`config.mk`:
```
export PLATFORM = sky130hd
export DESIGN_NAME = gio_port
export DESIGN_NICKNAME = d
export VERILOG_FILES = /design/src/hdl/gio_pkg.sv /design/src/hdl/gio_sync.sv /design/src/hdl/gio_pin_group.sv /design/src/hdl/gio_port.sv
export SDC_FILE = /design/constraint.sdc
export NUM_CORES = 1
export LEC_CHECK = 0
export ABC_AREA = 1
export ABC_CLOCK_PERIOD_IN_PS = 1100
export BUFFER_PORTS_ARGS = -buffer_cell sky130_fd_sc_hd__buf_2
export CAP_MARGIN = 20
export CORE_ASPECT_RATIO = 1.2
export CORE_UTILIZATION = 50
export CTS_CLUSTER_DIAMETER = 40
export DETAILED_ROUTE_END_ITERATION = 10
export MAX_ROUTING_LAYER = met4
export PLACE_DENSITY_LB_ADDON = 0.08
export SLEW_MARGIN = 40
export SYNTH_ARGS = -nofsm -noshare
export SYNTH_HDL_FRONTEND = slang
export SYNTH_HIERARCHICAL = 1
export SYNTH_SLANG_ARGS = --single-unit
export TNS_END_PERCENT = 30
```
`constraint.sdc`:
```
create_clock -name ref_clk_i -period 1.1 [get_ports ref_clk_i]
set_input_delay 0.055 -clock ref_clk_i [delete_from_list [all_inputs] [get_ports ref_clk_i]]
set_output_delay 0.055 -clock ref_clk_i [all_outputs]
set_load 0.01 [all_outputs]
```
`src/hdl/gio_pkg.sv`:
```
package gio_pkg;

  // ==========================================================================
  // Widths
  // ==========================================================================
  localparam int unsigned GIO_ADDR_W = 8;
  localparam int unsigned GIO_DATA_W = 32;
  localparam int unsigned GIO_LOW_W  = 24;
  localparam int unsigned GIO_HIGH_W = 8;
  localparam int unsigned GIO_MUX_W  = 16;
  localparam int unsigned GIO_DISP_W = 8;
  localparam int unsigned GIO_NPTS   = 56;
  localparam int unsigned GIO_NBUF   = 7;
  localparam int unsigned GIO_BYTE_W = 8;

  // ==========================================================================
  // Point positions in the pad vector
  // ==========================================================================
  localparam int unsigned GIO_POS_LOW  = 0;
  localparam int unsigned GIO_POS_HIGH = 24;
  localparam int unsigned GIO_POS_MUX  = 32;
  localparam int unsigned GIO_POS_DISP = 48;

  // ==========================================================================
  // Register byte offsets
  // ==========================================================================
  localparam logic [7:0] GIO_OFS_LOW_MODE   = 8'h00;
  localparam logic [7:0] GIO_OFS_HIGH_MODE  = 8'h04;
  localparam logic [7:0] GIO_OFS_MUX_MODE   = 8'h08;
  localparam logic [7:0] GIO_OFS_DISP_MODE  = 8'h0C;
  localparam logic [7:0] GIO_OFS_ID_CTRL0   = 8'h10;
  localparam logic [7:0] GIO_OFS_ID_VAL0    = 8'h14;
  localparam logic [7:0] GIO_OFS_ID_VAL1    = 8'h18;
  localparam logic [7:0] GIO_OFS_LOW_DIR    = 8'h1C;
  localparam logic [7:0] GIO_OFS_HIGH_DIR   = 8'h20;
  localparam logic [7:0] GIO_OFS_MUX_DIR    = 8'h24;
  localparam logic [7:0] GIO_OFS_DISP_DIR   = 8'h28;
  localparam logic [7:0] GIO_OFS_LOW_POL    = 8'h2C;
  localparam logic [7:0] GIO_OFS_HIGH_POL   = 8'h30;
  localparam logic [7:0] GIO_OFS_MUX_POL    = 8'h34;
  localparam logic [7:0] GIO_OFS_DISP_POL   = 8'h38;
  localparam logic [7:0] GIO_OFS_LOW_DATA   = 8'h3C;
  localparam logic [7:0] GIO_OFS_HIGH_DATA  = 8'h40;
  localparam logic [7:0] GIO_OFS_MUX_DATA   = 8'h44;
  localparam logic [7:0] GIO_OFS_DISP_DATA  = 8'h48;
  localparam logic [7:0] GIO_OFS_LOW_INP    = 8'h4C;
  localparam logic [7:0] GIO_OFS_HIGH_INP   = 8'h50;
  localparam logic [7:0] GIO_OFS_MUX_INP    = 8'h54;
  localparam logic [7:0] GIO_OFS_DISP_INP   = 8'h58;

  // ==========================================================================
  // Buffer direction bit positions
  // ==========================================================================
  localparam int unsigned GIO_IDC_BUF_BIT  = 7;
  localparam int unsigned GIO_IDV0_B1_BIT  = 0;
  localparam int unsigned GIO_IDV0_B2_BIT  = 1;
  localparam int unsigned GIO_IDV0_B3_BIT  = 2;
  localparam int unsigned GIO_IDV0_RD_BIT  = 3;
  localparam int unsigned GIO_IDV1_ADR_BIT = 0;
  localparam int unsigned GIO_IDV1_IND_BIT = 1;

  // ==========================================================================
  // Reset values
  // ==========================================================================
  localparam logic [23:0] GIO_RST_LOW_MODE  = 24'hFFFFFF;
  localparam logic [7:0]  GIO_RST_HIGH_MODE = 8'hFF;
  localparam logic [15:0] GIO_RST_MUX_MODE  = 16'hFFFF;
  localparam logic [7:0]  GIO_RST_DISP_MODE = 8'hFF;
  localparam logic [7:0]  GIO_RST_BYTE      = 8'h00;
  localparam logic [23:0] GIO_RST_LOW       = 24'h000000;
  localparam logic [15:0] GIO_RST_MUX       = 16'h0000;
  localparam logic [31:0] GIO_RST_WORD      = 32'h00000000;
  localparam logic [55:0] GIO_RST_PADS      = 56'h00000000000000;

endpackage

```
`src/hdl/gio_sync.sv`:
```
`timescale 1ns/100ps
module gio_sync
  import gio_pkg::*;
#(
  parameter int unsigned W = 8
) (
  input  wire logic         ref_clk_i,
  input  wire logic         rst_n_i,
  input  wire logic [W-1:0] d_i,
  output logic      [W-1:0] q_o
);

  typedef struct packed {
    logic [W-1:0] meta_r;
    logic [W-1:0] sync_r;
  } gio_sync_state_type;

  gio_sync_state_type st_r;
  gio_sync_state_type st_nxt;

  always_comb begin
    st_nxt        = st_r;
    st_nxt.meta_r = d_i;
    st_nxt.sync_r = st_r.meta_r;
  end

  always_ff @(posedge ref_clk_i or negedge rst_n_i) begin
    if (!rst_n_i) begin
      st_r <= '0;
    end else begin
      st_r <= st_nxt;
    end
  end

  assign q_o = st_r.sync_r;

endmodule // gio_sync

```
`src/hdl/gio_pin_group.sv`:
```
`timescale 1ns/100ps
module gio_pin_group
  import gio_pkg::*;
#(
  parameter int unsigned W         = 8,
  parameter bit          FORCE_OUT = 1'b0
) (
  input  wire logic [W-1:0] mode_i,
  input  wire logic [W-1:0] dir_i,
  input  wire logic [W-1:0] pol_i,
  input  wire logic [W-1:0] data_i,
  input  wire logic [W-1:0] pin_i,
  input  wire logic [W-1:0] servo_out_i,
  input  wire logic [W-1:0] servo_oe_i,
  output logic      [W-1:0] pad_out_o,
  output logic      [W-1:0] pad_oe_o,
  output logic      [W-1:0] value_o
);

  // ==========================================================================
  // Per-point steering
  // ==========================================================================
  always_comb begin
    for (int i = 0; i < W; i++) begin
      value_o[i] = pin_i[i] ^ pol_i[i];
      if (FORCE_OUT) begin
        pad_oe_o[i]  = 1'b1;
        pad_out_o[i] = data_i[i] ^ pol_i[i];
      end else if (mode_i[i]) begin
        pad_oe_o[i]  = dir_i[i];
        pad_out_o[i] = data_i[i] ^ pol_i[i];
      end else begin
        pad_oe_o[i]  = servo_oe_i[i];
        pad_out_o[i] = servo_out_i[i];
      end
    end
  end

endmodule // gio_pin_group

```
`src/hdl/gio_port.sv`:
```
// Function
// - Each pin whose mode bit is one is general-purpose, a zero gives it to the servo function.
// - Points 24 to 31 and the indicator lines are always general-purpose outputs.
// - A buffer direction bit of 0 makes its byte buffer an input, 1 an output.
// - Control bit 7 steers points 0-7, first value bits 0-3 steer the next three bytes and the read lines, second value bits 0-1 the address and indicator lines.
// - A direction bit of 0 makes the point an input, 1 an output.
// - Inversion is chosen per point and acts on input and output alike. Here a servo-mode point drives servo_out_i to its pad uninverted.
// - Polarity 0 makes logical 1 a high pin, polarity 1 makes it a low pin.
// - In the first buffer control register only bit 7 is writable.
//
// Decided for this implementation: the plain strobed port and the register offsets.
`timescale 1ns/100ps
module gio_port
  import gio_pkg::*;
#(
  parameter logic [6:0] ID_CTRL_LOW = 7'h00 // Arbitrary read-only value
) (
  input  wire logic                  ref_clk_i,
  input  wire logic                  rst_n_i,
  input  wire logic [GIO_ADDR_W-1:0] addr_i,
  input  wire logic [GIO_DATA_W-1:0] wdata_i,
  input  wire logic                  wr_i,
  input  wire logic                  rd_i,
  output logic      [GIO_DATA_W-1:0] rdata_o,
  input  wire logic [GIO_NPTS-1:0]   pad_in_i,
  output logic      [GIO_NPTS-1:0]   pad_out_o,
  output logic      [GIO_NPTS-1:0]   pad_oe_o,
  output logic      [GIO_NBUF-1:0]   buf_dir_o,
  input  wire logic [GIO_NPTS-1:0]   servo_out_i,
  input  wire logic [GIO_NPTS-1:0]   servo_oe_i,
  output logic      [GIO_NPTS-1:0]   servo_in_o
);

  // ==========================================================================
  // State
  // ==========================================================================
  typedef struct packed {
    logic [GIO_LOW_W-1:0]  low_mode_r;
    logic [GIO_HIGH_W-1:0] high_mode_r;
    logic [GIO_MUX_W-1:0]  mux_mode_r;
    logic [GIO_DISP_W-1:0] disp_mode_r;
    logic                  id_ctrl_bit_r;
    logic [GIO_BYTE_W-1:0] id_val0_r;
    logic [GIO_BYTE_W-1:0] id_val1_r;
    logic [GIO_LOW_W-1:0]  low_dir_r;
    logic [GIO_HIGH_W-1:0] high_dir_r;
    logic [GIO_MUX_W-1:0]  mux_dir_r;
    logic [GIO_DISP_W-1:0] disp_dir_r;
    logic [GIO_LOW_W-1:0]  low_pol_r;
    logic [GIO_HIGH_W-1:0] high_pol_r;
    logic [GIO_MUX_W-1:0]  mux_pol_r;
    logic [GIO_DISP_W-1:0] disp_pol_r;
    logic [GIO_LOW_W-1:0]  low_data_r;
    logic [GIO_HIGH_W-1:0] high_data_r;
    logic [GIO_MUX_W-1:0]  mux_data_r;
    logic [GIO_DISP_W-1:0] disp_data_r;
    logic [GIO_NPTS-1:0]   pad_out_r;
    logic [GIO_NPTS-1:0]   pad_oe_r;
    logic [GIO_DATA_W-1:0] rdata_r;
  } gio_state_type;

  gio_state_type st_r;
  gio_state_type st_nxt;

  logic [GIO_NPTS-1:0] pin_sync;
  logic [GIO_NPTS-1:0] grp_out;
  logic [GIO_NPTS-1:0] grp_oe;
  logic [GIO_NPTS-1:0] grp_val;

  // ==========================================================================
  // Pin synchroniser
  // ==========================================================================
  gio_sync #(
    .W (GIO_NPTS)
  ) u_sync (
    .ref_clk_i (ref_clk_i),
    .rst_n_i   (rst_n_i),
    .d_i       (pad_in_i),
    .q_o       (pin_sync)
  );

  // ==========================================================================
  // Point groups
  // ==========================================================================
  gio_pin_group #(
    .W         (GIO_LOW_W),
    .FORCE_OUT (1'b0)
  ) u_low (
    .mode_i      (st_r.low_mode_r),
    .dir_i       (st_r.low_dir_r),
    .pol_i       (st_r.low_pol_r),
    .data_i      (st_r.low_data_r),
    .pin_i       (pin_sync[GIO_POS_LOW +: GIO_LOW_W]),
    .servo_out_i (servo_out_i[GIO_POS_LOW +: GIO_LOW_W]),
    .servo_oe_i  (servo_oe_i[GIO_POS_LOW +: GIO_LOW_W]),
    .pad_out_o   (grp_out[GIO_POS_LOW +: GIO_LOW_W]),
    .pad_oe_o    (grp_oe[GIO_POS_LOW +: GIO_LOW_W]),
    .value_o     (grp_val[GIO_POS_LOW +: GIO_LOW_W])
  );

  gio_pin_group #(
    .W         (GIO_HIGH_W),
    .FORCE_OUT (1'b1)
  ) u_high (
    .mode_i      (st_r.high_mode_r),
    .dir_i       (st_r.high_dir_r),
    .pol_i       (st_r.high_pol_r),
    .data_i      (st_r.high_data_r),
    .pin_i       (pin_sync[GIO_POS_HIGH +: GIO_HIGH_W]),
    .servo_out_i (servo_out_i[GIO_POS_HIGH +: GIO_HIGH_W]),
    .servo_oe_i  (servo_oe_i[GIO_POS_HIGH +: GIO_HIGH_W]),
    .pad_out_o   (grp_out[GIO_POS_HIGH +: GIO_HIGH_W]),
    .pad_oe_o    (grp_oe[GIO_POS_HIGH +: GIO_HIGH_W]),
    .value_o     (grp_val[GIO_POS_HIGH +: GIO_HIGH_W])
  );

  gio_pin_group #(
    .W         (GIO_MUX_W),
    .FORCE_OUT (1'b0)
  ) u_mux (
    .mode_i      (st_r.mux_mode_r),
    .dir_i       (st_r.mux_dir_r),
    .pol_i       (st_r.mux_pol_r),
    .data_i      (st_r.mux_data_r),
    .pin_i       (pin_sync[GIO_POS_MUX +: GIO_MUX_W]),
    .servo_out_i (servo_out_i[GIO_POS_MUX +: GIO_MUX_W]),
    .servo_oe_i  (servo_oe_i[GIO_POS_MUX +: GIO_MUX_W]),
    .pad_out_o   (grp_out[GIO_POS_MUX +: GIO_MUX_W]),
    .pad_oe_o    (grp_oe[GIO_POS_MUX +: GIO_MUX_W]),
    .value_o     (grp_val[GIO_POS_MUX +: GIO_MUX_W])
  );

  gio_pin_group #(
    .W         (GIO_DISP_W),
    .FORCE_OUT (1'b1)
  ) u_disp (
    .mode_i      (st_r.disp_mode_r),
    .dir_i       (st_r.disp_dir_r),
    .pol_i       (st_r.disp_pol_r),
    .data_i      (st_r.disp_data_r),
    .pin_i       (pin_sync[GIO_POS_DISP +: GIO_DISP_W]),
    .servo_out_i (servo_out_i[GIO_POS_DISP +: GIO_DISP_W]),
    .servo_oe_i  (servo_oe_i[GIO_POS_DISP +: GIO_DISP_W]),
    .pad_out_o   (grp_out[GIO_POS_DISP +: GIO_DISP_W]),
    .pad_oe_o    (grp_oe[GIO_POS_DISP +: GIO_DISP_W]),
    .value_o     (grp_val[GIO_POS_DISP +: GIO_DISP_W])
  );

  // ==========================================================================
  // Next state: register writes, read capture, pad registers
  // ==========================================================================
  always_comb begin
    st_nxt           = st_r;
    st_nxt.pad_out_r = grp_out;
    st_nxt.pad_oe_r  = grp_oe;
    if (wr_i) begin
      case (addr_i)
        GIO_OFS_LOW_MODE:  st_nxt.low_mode_r  = wdata_i[GIO_LOW_W-1:0];
        GIO_OFS_HIGH_MODE: st_nxt.high_mode_r = wdata_i[GIO_HIGH_W-1:0];
        GIO_OFS_MUX_MODE:  st_nxt.mux_mode_r  = wdata_i[GIO_MUX_W-1:0];
        GIO_OFS_DISP_MODE: st_nxt.disp_mode_r = wdata_i[GIO_DISP_W-1:0];
        GIO_OFS_ID_CTRL0:  st_nxt.id_ctrl_bit_r = wdata_i[GIO_IDC_BUF_BIT];
        GIO_OFS_ID_VAL0:   st_nxt.id_val0_r   = wdata_i[GIO_BYTE_W-1:0];
        GIO_OFS_ID_VAL1:   st_nxt.id_val1_r   = wdata_i[GIO_BYTE_W-1:0];
        GIO_OFS_LOW_DIR:   st_nxt.low_dir_r   = wdata_i[GIO_LOW_W-1:0];
        GIO_OFS_HIGH_DIR:  st_nxt.high_dir_r  = wdata_i[GIO_HIGH_W-1:0];
        GIO_OFS_MUX_DIR:   st_nxt.mux_dir_r   = wdata_i[GIO_MUX_W-1:0];
        GIO_OFS_DISP_DIR:  st_nxt.disp_dir_r  = wdata_i[GIO_DISP_W-1:0];
        GIO_OFS_LOW_POL:   st_nxt.low_pol_r   = wdata_i[GIO_LOW_W-1:0];
        GIO_OFS_HIGH_POL:  st_nxt.high_pol_r  = wdata_i[GIO_HIGH_W-1:0];
        GIO_OFS_MUX_POL:   st_nxt.mux_pol_r   = wdata_i[GIO_MUX_W-1:0];
        GIO_OFS_DISP_POL:  st_nxt.disp_pol_r  = wdata_i[GIO_DISP_W-1:0];
        GIO_OFS_LOW_DATA:  st_nxt.low_data_r  = wdata_i[GIO_LOW_W-1:0];
        GIO_OFS_HIGH_DATA: st_nxt.high_data_r = wdata_i[GIO_HIGH_W-1:0];
        GIO_OFS_MUX_DATA:  st_nxt.mux_data_r  = wdata_i[GIO_MUX_W-1:0];
        GIO_OFS_DISP_DATA: st_nxt.disp_data_r = wdata_i[GIO_DISP_W-1:0];
        default: begin
        end
      endcase
    end
    st_nxt.rdata_r = GIO_RST_WORD;
    if (rd_i) begin
      case (addr_i)
        GIO_OFS_LOW_MODE:  st_nxt.rdata_r = 32'(st_r.low_mode_r);
        GIO_OFS_HIGH_MODE: st_nxt.rdata_r = 32'(st_r.high_mode_r);
        GIO_OFS_MUX_MODE:  st_nxt.rdata_r = 32'(st_r.mux_mode_r);
        GIO_OFS_DISP_MODE: st_nxt.rdata_r = 32'(st_r.disp_mode_r);
        GIO_OFS_ID_CTRL0:  st_nxt.rdata_r =
                             32'({st_r.id_ctrl_bit_r, ID_CTRL_LOW});
        GIO_OFS_ID_VAL0:   st_nxt.rdata_r = 32'(st_r.id_val0_r);
        GIO_OFS_ID_VAL1:   st_nxt.rdata_r = 32'(st_r.id_val1_r);
        GIO_OFS_LOW_DIR:   st_nxt.rdata_r = 32'(st_r.low_dir_r);
        GIO_OFS_HIGH_DIR:  st_nxt.rdata_r = 32'(st_r.high_dir_r);
        GIO_OFS_MUX_DIR:   st_nxt.rdata_r = 32'(st_r.mux_dir_r);
        GIO_OFS_DISP_DIR:  st_nxt.rdata_r = 32'(st_r.disp_dir_r);
        GIO_OFS_LOW_POL:   st_nxt.rdata_r = 32'(st_r.low_pol_r);
        GIO_OFS_HIGH_POL:  st_nxt.rdata_r = 32'(st_r.high_pol_r);
        GIO_OFS_MUX_POL:   st_nxt.rdata_r = 32'(st_r.mux_pol_r);
        GIO_OFS_DISP_POL:  st_nxt.rdata_r = 32'(st_r.disp_pol_r);
        GIO_OFS_LOW_DATA:  st_nxt.rdata_r = 32'(st_r.low_data_r);
        GIO_OFS_HIGH_DATA: st_nxt.rdata_r = 32'(st_r.high_data_r);
        GIO_OFS_MUX_DATA:  st_nxt.rdata_r = 32'(st_r.mux_data_r);
        GIO_OFS_DISP_DATA: st_nxt.rdata_r = 32'(st_r.disp_data_r);
        GIO_OFS_LOW_INP:   st_nxt.rdata_r =
                             32'(grp_val[GIO_POS_LOW +: GIO_LOW_W]);
        GIO_OFS_HIGH_INP:  st_nxt.rdata_r =
                             32'(grp_val[GIO_POS_HIGH +: GIO_HIGH_W]);
        GIO_OFS_MUX_INP:   st_nxt.rdata_r =
                             32'(grp_val[GIO_POS_MUX +: GIO_MUX_W]);
        GIO_OFS_DISP_INP:  st_nxt.rdata_r =
                             32'(grp_val[GIO_POS_DISP +: GIO_DISP_W]);
        default:           st_nxt.rdata_r = GIO_RST_WORD;
      endcase
    end
  end

  // ==========================================================================
  // Registers
  // ==========================================================================
  always_ff @(posedge ref_clk_i or negedge rst_n_i) begin
    if (!rst_n_i) begin
      st_r.low_mode_r    <= GIO_RST_LOW_MODE;
      st_r.high_mode_r   <= GIO_RST_HIGH_MODE;
      st_r.mux_mode_r    <= GIO_RST_MUX_MODE;
      st_r.disp_mode_r   <= GIO_RST_DISP_MODE;
      st_r.id_ctrl_bit_r <= 1'b0;
      st_r.id_val0_r     <= GIO_RST_BYTE;
      st_r.id_val1_r     <= GIO_RST_BYTE;
      st_r.low_dir_r     <= GIO_RST_LOW;
      st_r.high_dir_r    <= GIO_RST_BYTE;
      st_r.mux_dir_r     <= GIO_RST_MUX;
      st_r.disp_dir_r    <= GIO_RST_BYTE;
      st_r.low_pol_r     <= GIO_RST_LOW;
      st_r.high_pol_r    <= GIO_RST_BYTE;
      st_r.mux_pol_r     <= GIO_RST_MUX;
      st_r.disp_pol_r    <= GIO_RST_BYTE;
      st_r.low_data_r    <= GIO_RST_LOW;
      st_r.high_data_r   <= GIO_RST_BYTE;
      st_r.mux_data_r    <= GIO_RST_MUX;
      st_r.disp_data_r   <= GIO_RST_BYTE;
      st_r.pad_out_r     <= GIO_RST_PADS;
      st_r.pad_oe_r      <= GIO_RST_PADS;
      st_r.rdata_r       <= GIO_RST_WORD;
    end else begin
      st_r <= st_nxt;
    end
  end

  // ==========================================================================
  // Outputs
  // ==========================================================================
  assign rdata_o    = st_r.rdata_r;
  assign pad_out_o  = st_r.pad_out_r;
  assign pad_oe_o   = st_r.pad_oe_r;
  assign servo_in_o = pin_sync;

  // Byte buffer directions, 1 drives outward
  assign buf_dir_o = {st_r.id_val1_r[GIO_IDV1_IND_BIT],
                      st_r.id_val1_r[GIO_IDV1_ADR_BIT],
                      st_r.id_val0_r[GIO_IDV0_RD_BIT],
                      st_r.id_val0_r[GIO_IDV0_B3_BIT],
                      st_r.id_val0_r[GIO_IDV0_B2_BIT],
                      st_r.id_val0_r[GIO_IDV0_B1_BIT],
                      st_r.id_ctrl_bit_r};

endmodule // gio_port

```
Word-level counts from Yosys, hierarchy flattened. Index checks and enable logic that the tools add are counted.

Output and inout bits: 207. Register bits after elaboration: 490. Input bits: 212.

Multiplexer cells: 82. Equality and inequality tests: 22. Bitwise logic cells: 112. Reductions and logical operators: 20.

Operators by type and width (number): $pmux W24 S23 (1); $xor A1 B1 Y1 (112); $mux W1 (80); $eq A8 B6 Y1 const B (8); $eq A8 B7 Y1 const B (7); $reduce_and A2 Y1 (19); $eq A8 B5 Y1 const B (4); $mux W24 (1); $eq A8 B4 Y1 const B (2); $eq A8 B3 Y1 const B (1); $logic_not A8 Y1 (1).

Longest topological paths before layout. Gate-level depths: netlist (run 1).

Depth after elaboration: 3. Depth in mapped cells: 12. Depth with buffers taken out: 11.

Cells and area by module. Netlist (run 1), hierarchy kept.

Modules (own cells, without submodules): gio_port (sequential area each 9504.1 sq um, area each 16144.2 sq um, times used 1, cells each 1766); gio_sync (sequential area each 2802.7 sq um, area each 2802.7 sq um, times used 1, cells each 112); gio_pin_group (u_low) (sequential area each 0.0 sq um, area each 1231.2 sq um, times used 1, cells each 288); gio_pin_group (u_mux) (sequential area each 0.0 sq um, area each 820.8 sq um, times used 1, cells each 192); gio_pin_group (u_disp ...) (sequential area each 0.0 sq um, area each 334.1 sq um, times used 2, cells each 81).

Least setup slack after synthesis (run 1). No wires, ideal clock.

Path type: input to register. Start: input addr_i[1]. End: register st_r[239] in the netlist's numbering. Arrival: 1.085 ns. Cell stages on the path: 8. Path buffers: 2. Slack: -0.119 ns. Cell sequence: nor2_2 > nand3_1 > nor2_4 > nand2_1 > buf_2 > buf_2 > nand2_1 > o21ai_0.

Word-level cells in the longest chain between the ends: 2.

Ends and longest elaborated chain: from (decl) (line gio_port.sv:20) `input wire logic [GIO_ADDR_W-1:0] addr_i,`; $eq A8 B6 Y1 (line gio_port.sv:157) `case (addr_i)`; $reduce_and A2 Y1 (no source line); to (signal assigned) (line gio_port.sv:245) `st_r <= st_nxt;`; to (decl) (line gio_port.sv:62) `gio_state_type st_r;`.

No other way between the ends. A chain may end at the register's enable or synchronous reset.

Worst setup path after layout (run 1).
Start: register u_sync.st_r, in the netlist u_sync/q_o[2]. End: output servo_in_o[2].

RTL lines: from (decl) (line gio_sync.sv:18) `gio_sync_state_type st_r;`; from (signal assigned) (line gio_sync.sv:31) `st_r <= st_nxt;`; to (decl) (line gio_port.sv:31) `output logic [GIO_NPTS-1:0] servo_in_o`.

No word-level cell between the ends.

==> results.cfg, run 1 <==
[logic_synthesis]
synth_xor_xnor_area_share_pct = 1.62
netlist_area_mm2 = 0.0217
ys_warn_count = 6
synth_mux_area_share_pct = 0
ys_ff_latch = 489
syn_avg_cell_area_um2 = 8.60
synth_simple_gate_area_share_pct = 23.2
yosysTopAreaCell = dfrtp_1
syn_inst = 2520
ys_top_cells_by_area = dfrtp_1 (50%), nand2_1 (16%), dfstp_2 (6.8%)
synthDominantCellAreaShare_pct = 50.0
synth-seq-area-share_pct = 56.8
synth-adder-area-share_pct = 0
ys_types = 28
synth_compound_area_share_pct = 6.29
synth_top_family_by_area = simple AND/OR/NAND/NOR gates

[critical_path]
worstPathArrival_ns = 1.28
endpoint_kind = output pin
worstReg2RegStart = u_sync/q_o[1]$_DFF_PN0_
reg2reg_to = rdata_o[1]$_DFF_PN0_
critical_path.max_fanout = 2
cp-start-kind = register
reg2regPathDepth = 8
crit_required_ns = 1.04
crit_type = register to output pin
r2r_setup_slack_ns = -0.21

[routing]
routed_wl_mm = 68.8
drt_iter0_markers = 1293
wl_per_cell_um = 18.2
vias_per_cell = 4.97
drc = 0
num_vias = 18800
first_pass_iters = 6
drtAntennaViolNets = 0

[power_and_ir_drop]
p_per_area_mw_per_mm2 = 1570
leakage_nw = 15.2
ir_worst_vdd_mv = 1.40

[clocking]
h-tree-depth = 3
clk_pin_slew_ns = 0.06
worstSkewPairLatency_ns = 0.59
cts_tree = built
clockBufferDepth = 3
numCtsBuffers = 69
cts_root_buf = clkbuf_16
clkSinkCount = 489

[finish]
fin_area_mm2 = 0.0300
finalNonFillerCells = 3775
layout-drive-gt1-share_pct = 28.3
final_common_cell = nand2_1
finalNetCount = 3379
layout_common_cells = nand2_1 (898), dfrtp_1 (429), buf_2 (319)
area_growth_pct = 38.4
fillers = 3300
finish.utilization_pct = 70.1

[place]
place_congestion = 0.991
dpl.hpwl_mm = 46.6
dpl_cell_area_mm2 = 0.0251
portBuffers = 370
dp_slack_ns = -0.448
dpl.cell_count = 3443

[status]
failed_checks = negative setup slack
status = complete, but fails checks

[sta]
finalSetupViolCount = 214
rsz0062_at_grt = yes
fin_crit_ns = 1.33
drv_slew = 0
max_freq_mhz = 750
whs_ns = 0.0808
worst_slack_ns = -0.234
finalCritPeriodShare_pct = 121
hold_violations = 0
skew_ns = 0.0252

[floorplanning]
dieArea_mm2 = 0.0442
ios = 419
rows = 83
die_h_um = 230
initial_core_util_pct = 50.6
core-area_mm2 = 0.0428
die-width_um = 192

[global_route]
antenna_found_initial = 1
grt_max_degree = 65
grt_pass1_wl_mm = 105
grt.total_usage_pct = 32.6
grt_pass1_vias = 19100
grt_remaining_overflow = 0

[min_path]
whs_endpoint = u_sync/st_nxt[46]$_DFF_PN0_
min_delay_path_depth = 2
hold_class = primary input to register
hp-start = pad_in_i[46]

[run]
max_cap_viol_count = 0
## area by class of cell
type	instances	area [um2]	share of cell area [%]
Clock buffer	83	1880	6.27
Multi-Input combinational cell	1560	6990	23.3
Tap cell	552	691	2.30
Clock inverter	43	562	1.87
Timing Repair Buffer	807	6650	22.2
Antenna cell	1	2.50	0.00834
Inverter	240	906	3.02
Sequential cell	489	12300	41.0
## power breakdown
group	leakage [nW]	internal [W]	switching [W]
clock	1.18	0.0144	0.00882
sequential	6.10	0.0189	0.000640
combinational	7.91	0.00203	0.00218
total	15.2	0.0354	0.0116
## worst max-delay path, cell delays in order, from the launching register on
cell	delay (ns)
dfrtp_1	0.44
buf_6	0.14
buf_6	0.11
## flip-flops by register name, indices dropped and copies added (netlist names)
| signal | flops |
|---|---|
| st_r | 234 |
| pad_oe_o | 56 |
| pad_out_o | 56 |
| u_sync/q_o | 56 |
| u_sync/st_nxt | 56 |
| rdata_o | 24 |
| buf_dir_o | 7 |
## timing repair
item | in CTS | in global routing
hold buffers | 164 | 0
gates resized for setup | 48 | 68
setup endpoints to repair | 208 | 217
pin swaps | 34 | 26
buffers inserted | 34 | 8
hold endpoints to repair | 888 | 0
## through the flow
stage                     TNS (ns)  total power [W]
after global placement      -64.23           0.0232
after detailed placement    -68.88           0.0233
after CTS                   -20.44           0.0472
final                       -16.01           0.0470
after floorplan             -0.188           0.0214
after global routing        -22.16           0.0486
## routing by layer
layer / vias up / share of wire (%) / GRT usage (%)
met5: - / 0 / -
met4: 0 / 2.8 / 10.8
met3: 133 / 5.8 / 4.11
met2: 697 / 49 / 53.4
met1: 8994 / 42 / 41.8
li1: 8953 / - / -
## synth_stat cells (all sizes together)
library cell	count
a21oi	14
a22o	1
a31oi	7
and3	1
buf	221
clkbuf	31
conb	3
dfrtp	433
dfstp	56
inv	240
nand2	922
nand3	190
nand3b	8
nand4	7
nor2	104
o21ai	242
xor2	40
## cells by family after synthesis
group | after synthesis
and+or+nand+nor | 1232
buffers and inverters | 492
DFF | 489
AOI/OAI and AO/OA | 264
xor gates and xnor gates | 40
other | 3
## worst max-delay path by stage
stage                             from                     to  slack (ns)  cells past startpoint
2_1_floorplan                addr_i[6]  st_r[326]$_DFFE_PN0P_       -0.02                      7
3_3_place_gp                 addr_i[1]  rdata_o[11]$_DFF_PN0_       -0.42                     11
3_5_place_dp                 addr_i[1]  rdata_o[14]$_DFF_PN0_       -0.45                     11
4_1_cts        u_sync/q_o[2]$_DFF_PN0_          servo_in_o[2]       -0.25                      2
5_1_grt        u_sync/q_o[4]$_DFF_PN0_   rdata_o[4]$_DFF_PN0_       -0.27                      8
6_report       u_sync/q_o[2]$_DFF_PN0_          servo_in_o[2]       -0.23                      2
No activity file was read; power rests on OpenSTA's default activity.
==> inputs of run 2 (changes only) <==
--- a/config.mk
+++ b/config.mk
@@ -5,7 +5,6 @@
 export SDC_FILE = /design/constraint.sdc
 export NUM_CORES = 1
 export LEC_CHECK = 0
-export ABC_AREA = 1
 export ABC_CLOCK_PERIOD_IN_PS = 1100
 export BUFFER_PORTS_ARGS = -buffer_cell sky130_fd_sc_hd__buf_2
 export CAP_MARGIN = 20
==> run 2 against run 1 <==
The run still ends with negative setup slack left. Via count shrank 19%. First-iteration DRC count shrank 25%. Combinational power grew 11%. Sequential power is essentially flat. Largest cell class unchanged. Wire length shrank 5.9%. Flip-flop and latch count is the same. Clock skew shrank 0.0096 ns. Critical endpoint is now rdata_o[4]$_DFF_PN0_. Area after synthesis shrank 3.4%. Critical path type is now register to register.
==> results.cfg, run 2 <==
[logic_synthesis]
syn_inst = 1517
syn_avg_cell_area_um2 = 13.8
async_reset_ff_share_pct = 100
yosysTopAreaCell = dfrtp_1
ys_warn_count = 6
ys_types = 64
netlist_area_mm2 = 0.0209
synthDominantCellAreaShare_pct = 51.8
synth-edff-count = 0
synth_common_cells = dfrtp_1 (433), mux2_2 (259), buf_4 (172)
yosysMostFrequentCell = dfrtp_1
ys_ff_latch = 489
synth-seq-area-share_pct = 58.8
ys_top_cells_by_area = dfrtp_1 (52%), mux2_2 (14%), dfstp_2 (7.0%)
ys.flop_type = dfrtp_1

[sta]
rsz0062_at_grt = yes
hold_violations = 0
max_freq_mhz = 594
setup_tns_ns = -21.98
fin_crit_ns = 1.68
finalCritPeriodShare_pct = 153
finalSetupViolCount = 216
drv_slew = 0
skew_ns = 0.0156
worst_slack_ns = -0.584

[power_and_ir_drop]
power.net_switching_w = 0.0107
seqPwrFrac_pct = 44.3
clkPwrFrac_pct = 45.1
p_per_area_mw_per_mm2 = 1500
comb_power_share_pct = 10.6
leakage_nw = 14.4
ir_worst_vdd_mv = 1.37
p_int_w = 0.0334
switching_share_pct = 24.3

[routing]
vias_per_cell = 5.37
wl_per_cell_um = 22.8
first_pass_iters = 8
routed_wl_mm = 64.7
drt_iter0_markers = 964
num_vias = 15200
drtAntennaViolNets = 0
drc = 0

[place]
place_congestion = 0.892
portBuffers = 370
dpl.hpwl_mm = 43.6

[critical_path]
crit_type = register to register
cpPeakStageDelay_ns = 0.51
crit_required_ns = 1.54
critical_path.max_fanout = 2
crit_family = multiplexers
endpoint_kind = register
path_buf_inv = 0
slowest_stage = mux4_2
worstPathArrival_ns = 2.13
cp-start-kind = register
path_cells = xor2_1 > mux4_2 > a311oi_2 > a41oi_2

[clocking]
clk_pin_slew_ns = 0.06
clockBufferDepth = 3
numCtsBuffers = 60
worstSkewPairLatency_ns = 0.61
clkSinkCount = 489
cts_tree = built
cts_root_buf = clkbuf_16
h-tree-depth = 2

[floorplanning]
die_h_um = 226
initial_core_util_pct = 51.0
rows = 81
core-area_mm2 = 0.0410
die-width_um = 189
dieArea_mm2 = 0.0427
ios = 419

[global_route]
grt_pass1_wl_mm = 94.8
grt_remaining_overflow = 0
grt_pass1_vias = 16100
grt_max_degree = 57
grt.total_usage_pct = 31.0
antenna_found_initial = 0

[finish]
final_common_cell = dfrtp_1
finalNetCount = 2461
layout-drive-gt1-share_pct = 54.1
area_growth_pct = 40.8
largest_reg_flops = 234
top_register = st_r
finish.utilization_pct = 71.8
layout_common_cells = dfrtp_1 (431), buf_2 (322), buf_4 (281)
diodes = 0

[status]
status = complete, but fails checks
failed_checks = negative setup slack

[min_path]
hold_class = primary input to register

[run]
max_cap_viol_count = 0
-- run 2: cell families (layout without fill, tap and decap cells) --
group	after synthesis	in the layout	share of synthesized area [%]
other	3	24	0.0538
AND/OR/NAND/NOR	154	154	4.34
multiplexers	309	309	17.2
AO/OA/AOI/OAI	213	213	7.15
buffers and inverters	237	997	7.71
XOR/XNOR	112	112	4.69
flip-flops	489	489	58.8
-- run 2: metal layers --
metal  up-vias  track usage [%]  routed length, um
li1       6689                -                  -
met1      7775             37.4              25700
met2       631             51.9              32800
met3       148             4.66               3690
met4         0             13.2               2470
met5         -                -                  0
-- run 2: power groups by stage --
stage / Sequential (W) / Combinational (W) / Clock (W)
floorplan: 0.0197 / 0.00193 / 0
global placement: 0.0198 / 0.00379 / 0
detailed placement: 0.0198 / 0.00386 / 0
CTS: 0.0195 / 0.00455 / 0.0203
global route: 0.0196 / 0.00501 / 0.0210
finish: 0.0195 / 0.00467 / 0.0199
-- run 2: area by class of cell --
class,instances,area [um2]
clock buffer,75,1640
clock inverter,36,405
fill,2813,11600
inverter,1,3.75
multi-input combinational,812,7440
sequential,489,12300
tap,539,674
timing repair buffer,885,6990
-- run 2: worst register-to-register path: stages (launching register included) --
cell and delay [ns]:
dfrtp_1 0.40, xor2_1 0.15, mux4_2 0.51, a311oi_2 0.26, a41oi_2 0.20
-- run 2: per-stage QoR --
step	area [um2]	cells	hold WS (ns)	setup slack [ns]	power [W]
CTS	29100	2829	0.00806	-0.566	0.0443
global placement	24900	2529	-0.0374	-0.915	0.0236
floorplan	21200	1538	-0.241	-0.547	0.0217
detailed placement	24900	2529	-0.0383	-0.932	0.0237
global route	29500	2837	0.0557	-0.617	0.0456
finish	29500	2837	0.0502	-0.584	0.0441
-- run 2: final timing paths --
check                                                  from                        to  slack [ns]  cells after the start
max in group asynchronous                           rst_n_i     st_r[336]$_DFFE_PN1P_        0.50                      4
min in group asynchronous                           rst_n_i     st_r[380]$_DFFE_PN1P_        0.14                      2
worst max register to register      u_sync/q_o[4]$_DFF_PN0_      rdata_o[4]$_DFF_PN0_       -0.58                      4
worst min-delay path                                   wr_i     st_r[294]$_DFFE_PN0P_        0.05                      4
worst max-delay path                u_sync/q_o[4]$_DFF_PN0_      rdata_o[4]$_DFF_PN0_       -0.58                      4
worst min register to register  u_sync/st_nxt[52]$_DFF_PN0_  u_sync/q_o[52]$_DFF_PN0_        0.34                      0
-- run 2: repair_timing --
action / in CTS / in global routing
buffers inserted: 30 / 10
hold buffers: 162 / 0
pin swaps: 28 / 28
endpoints found under the hold margin: 824 / 0
cloned: 0 / 1
gates resized for setup: 86 / 59
setup endpoints to repair: 262 / 359
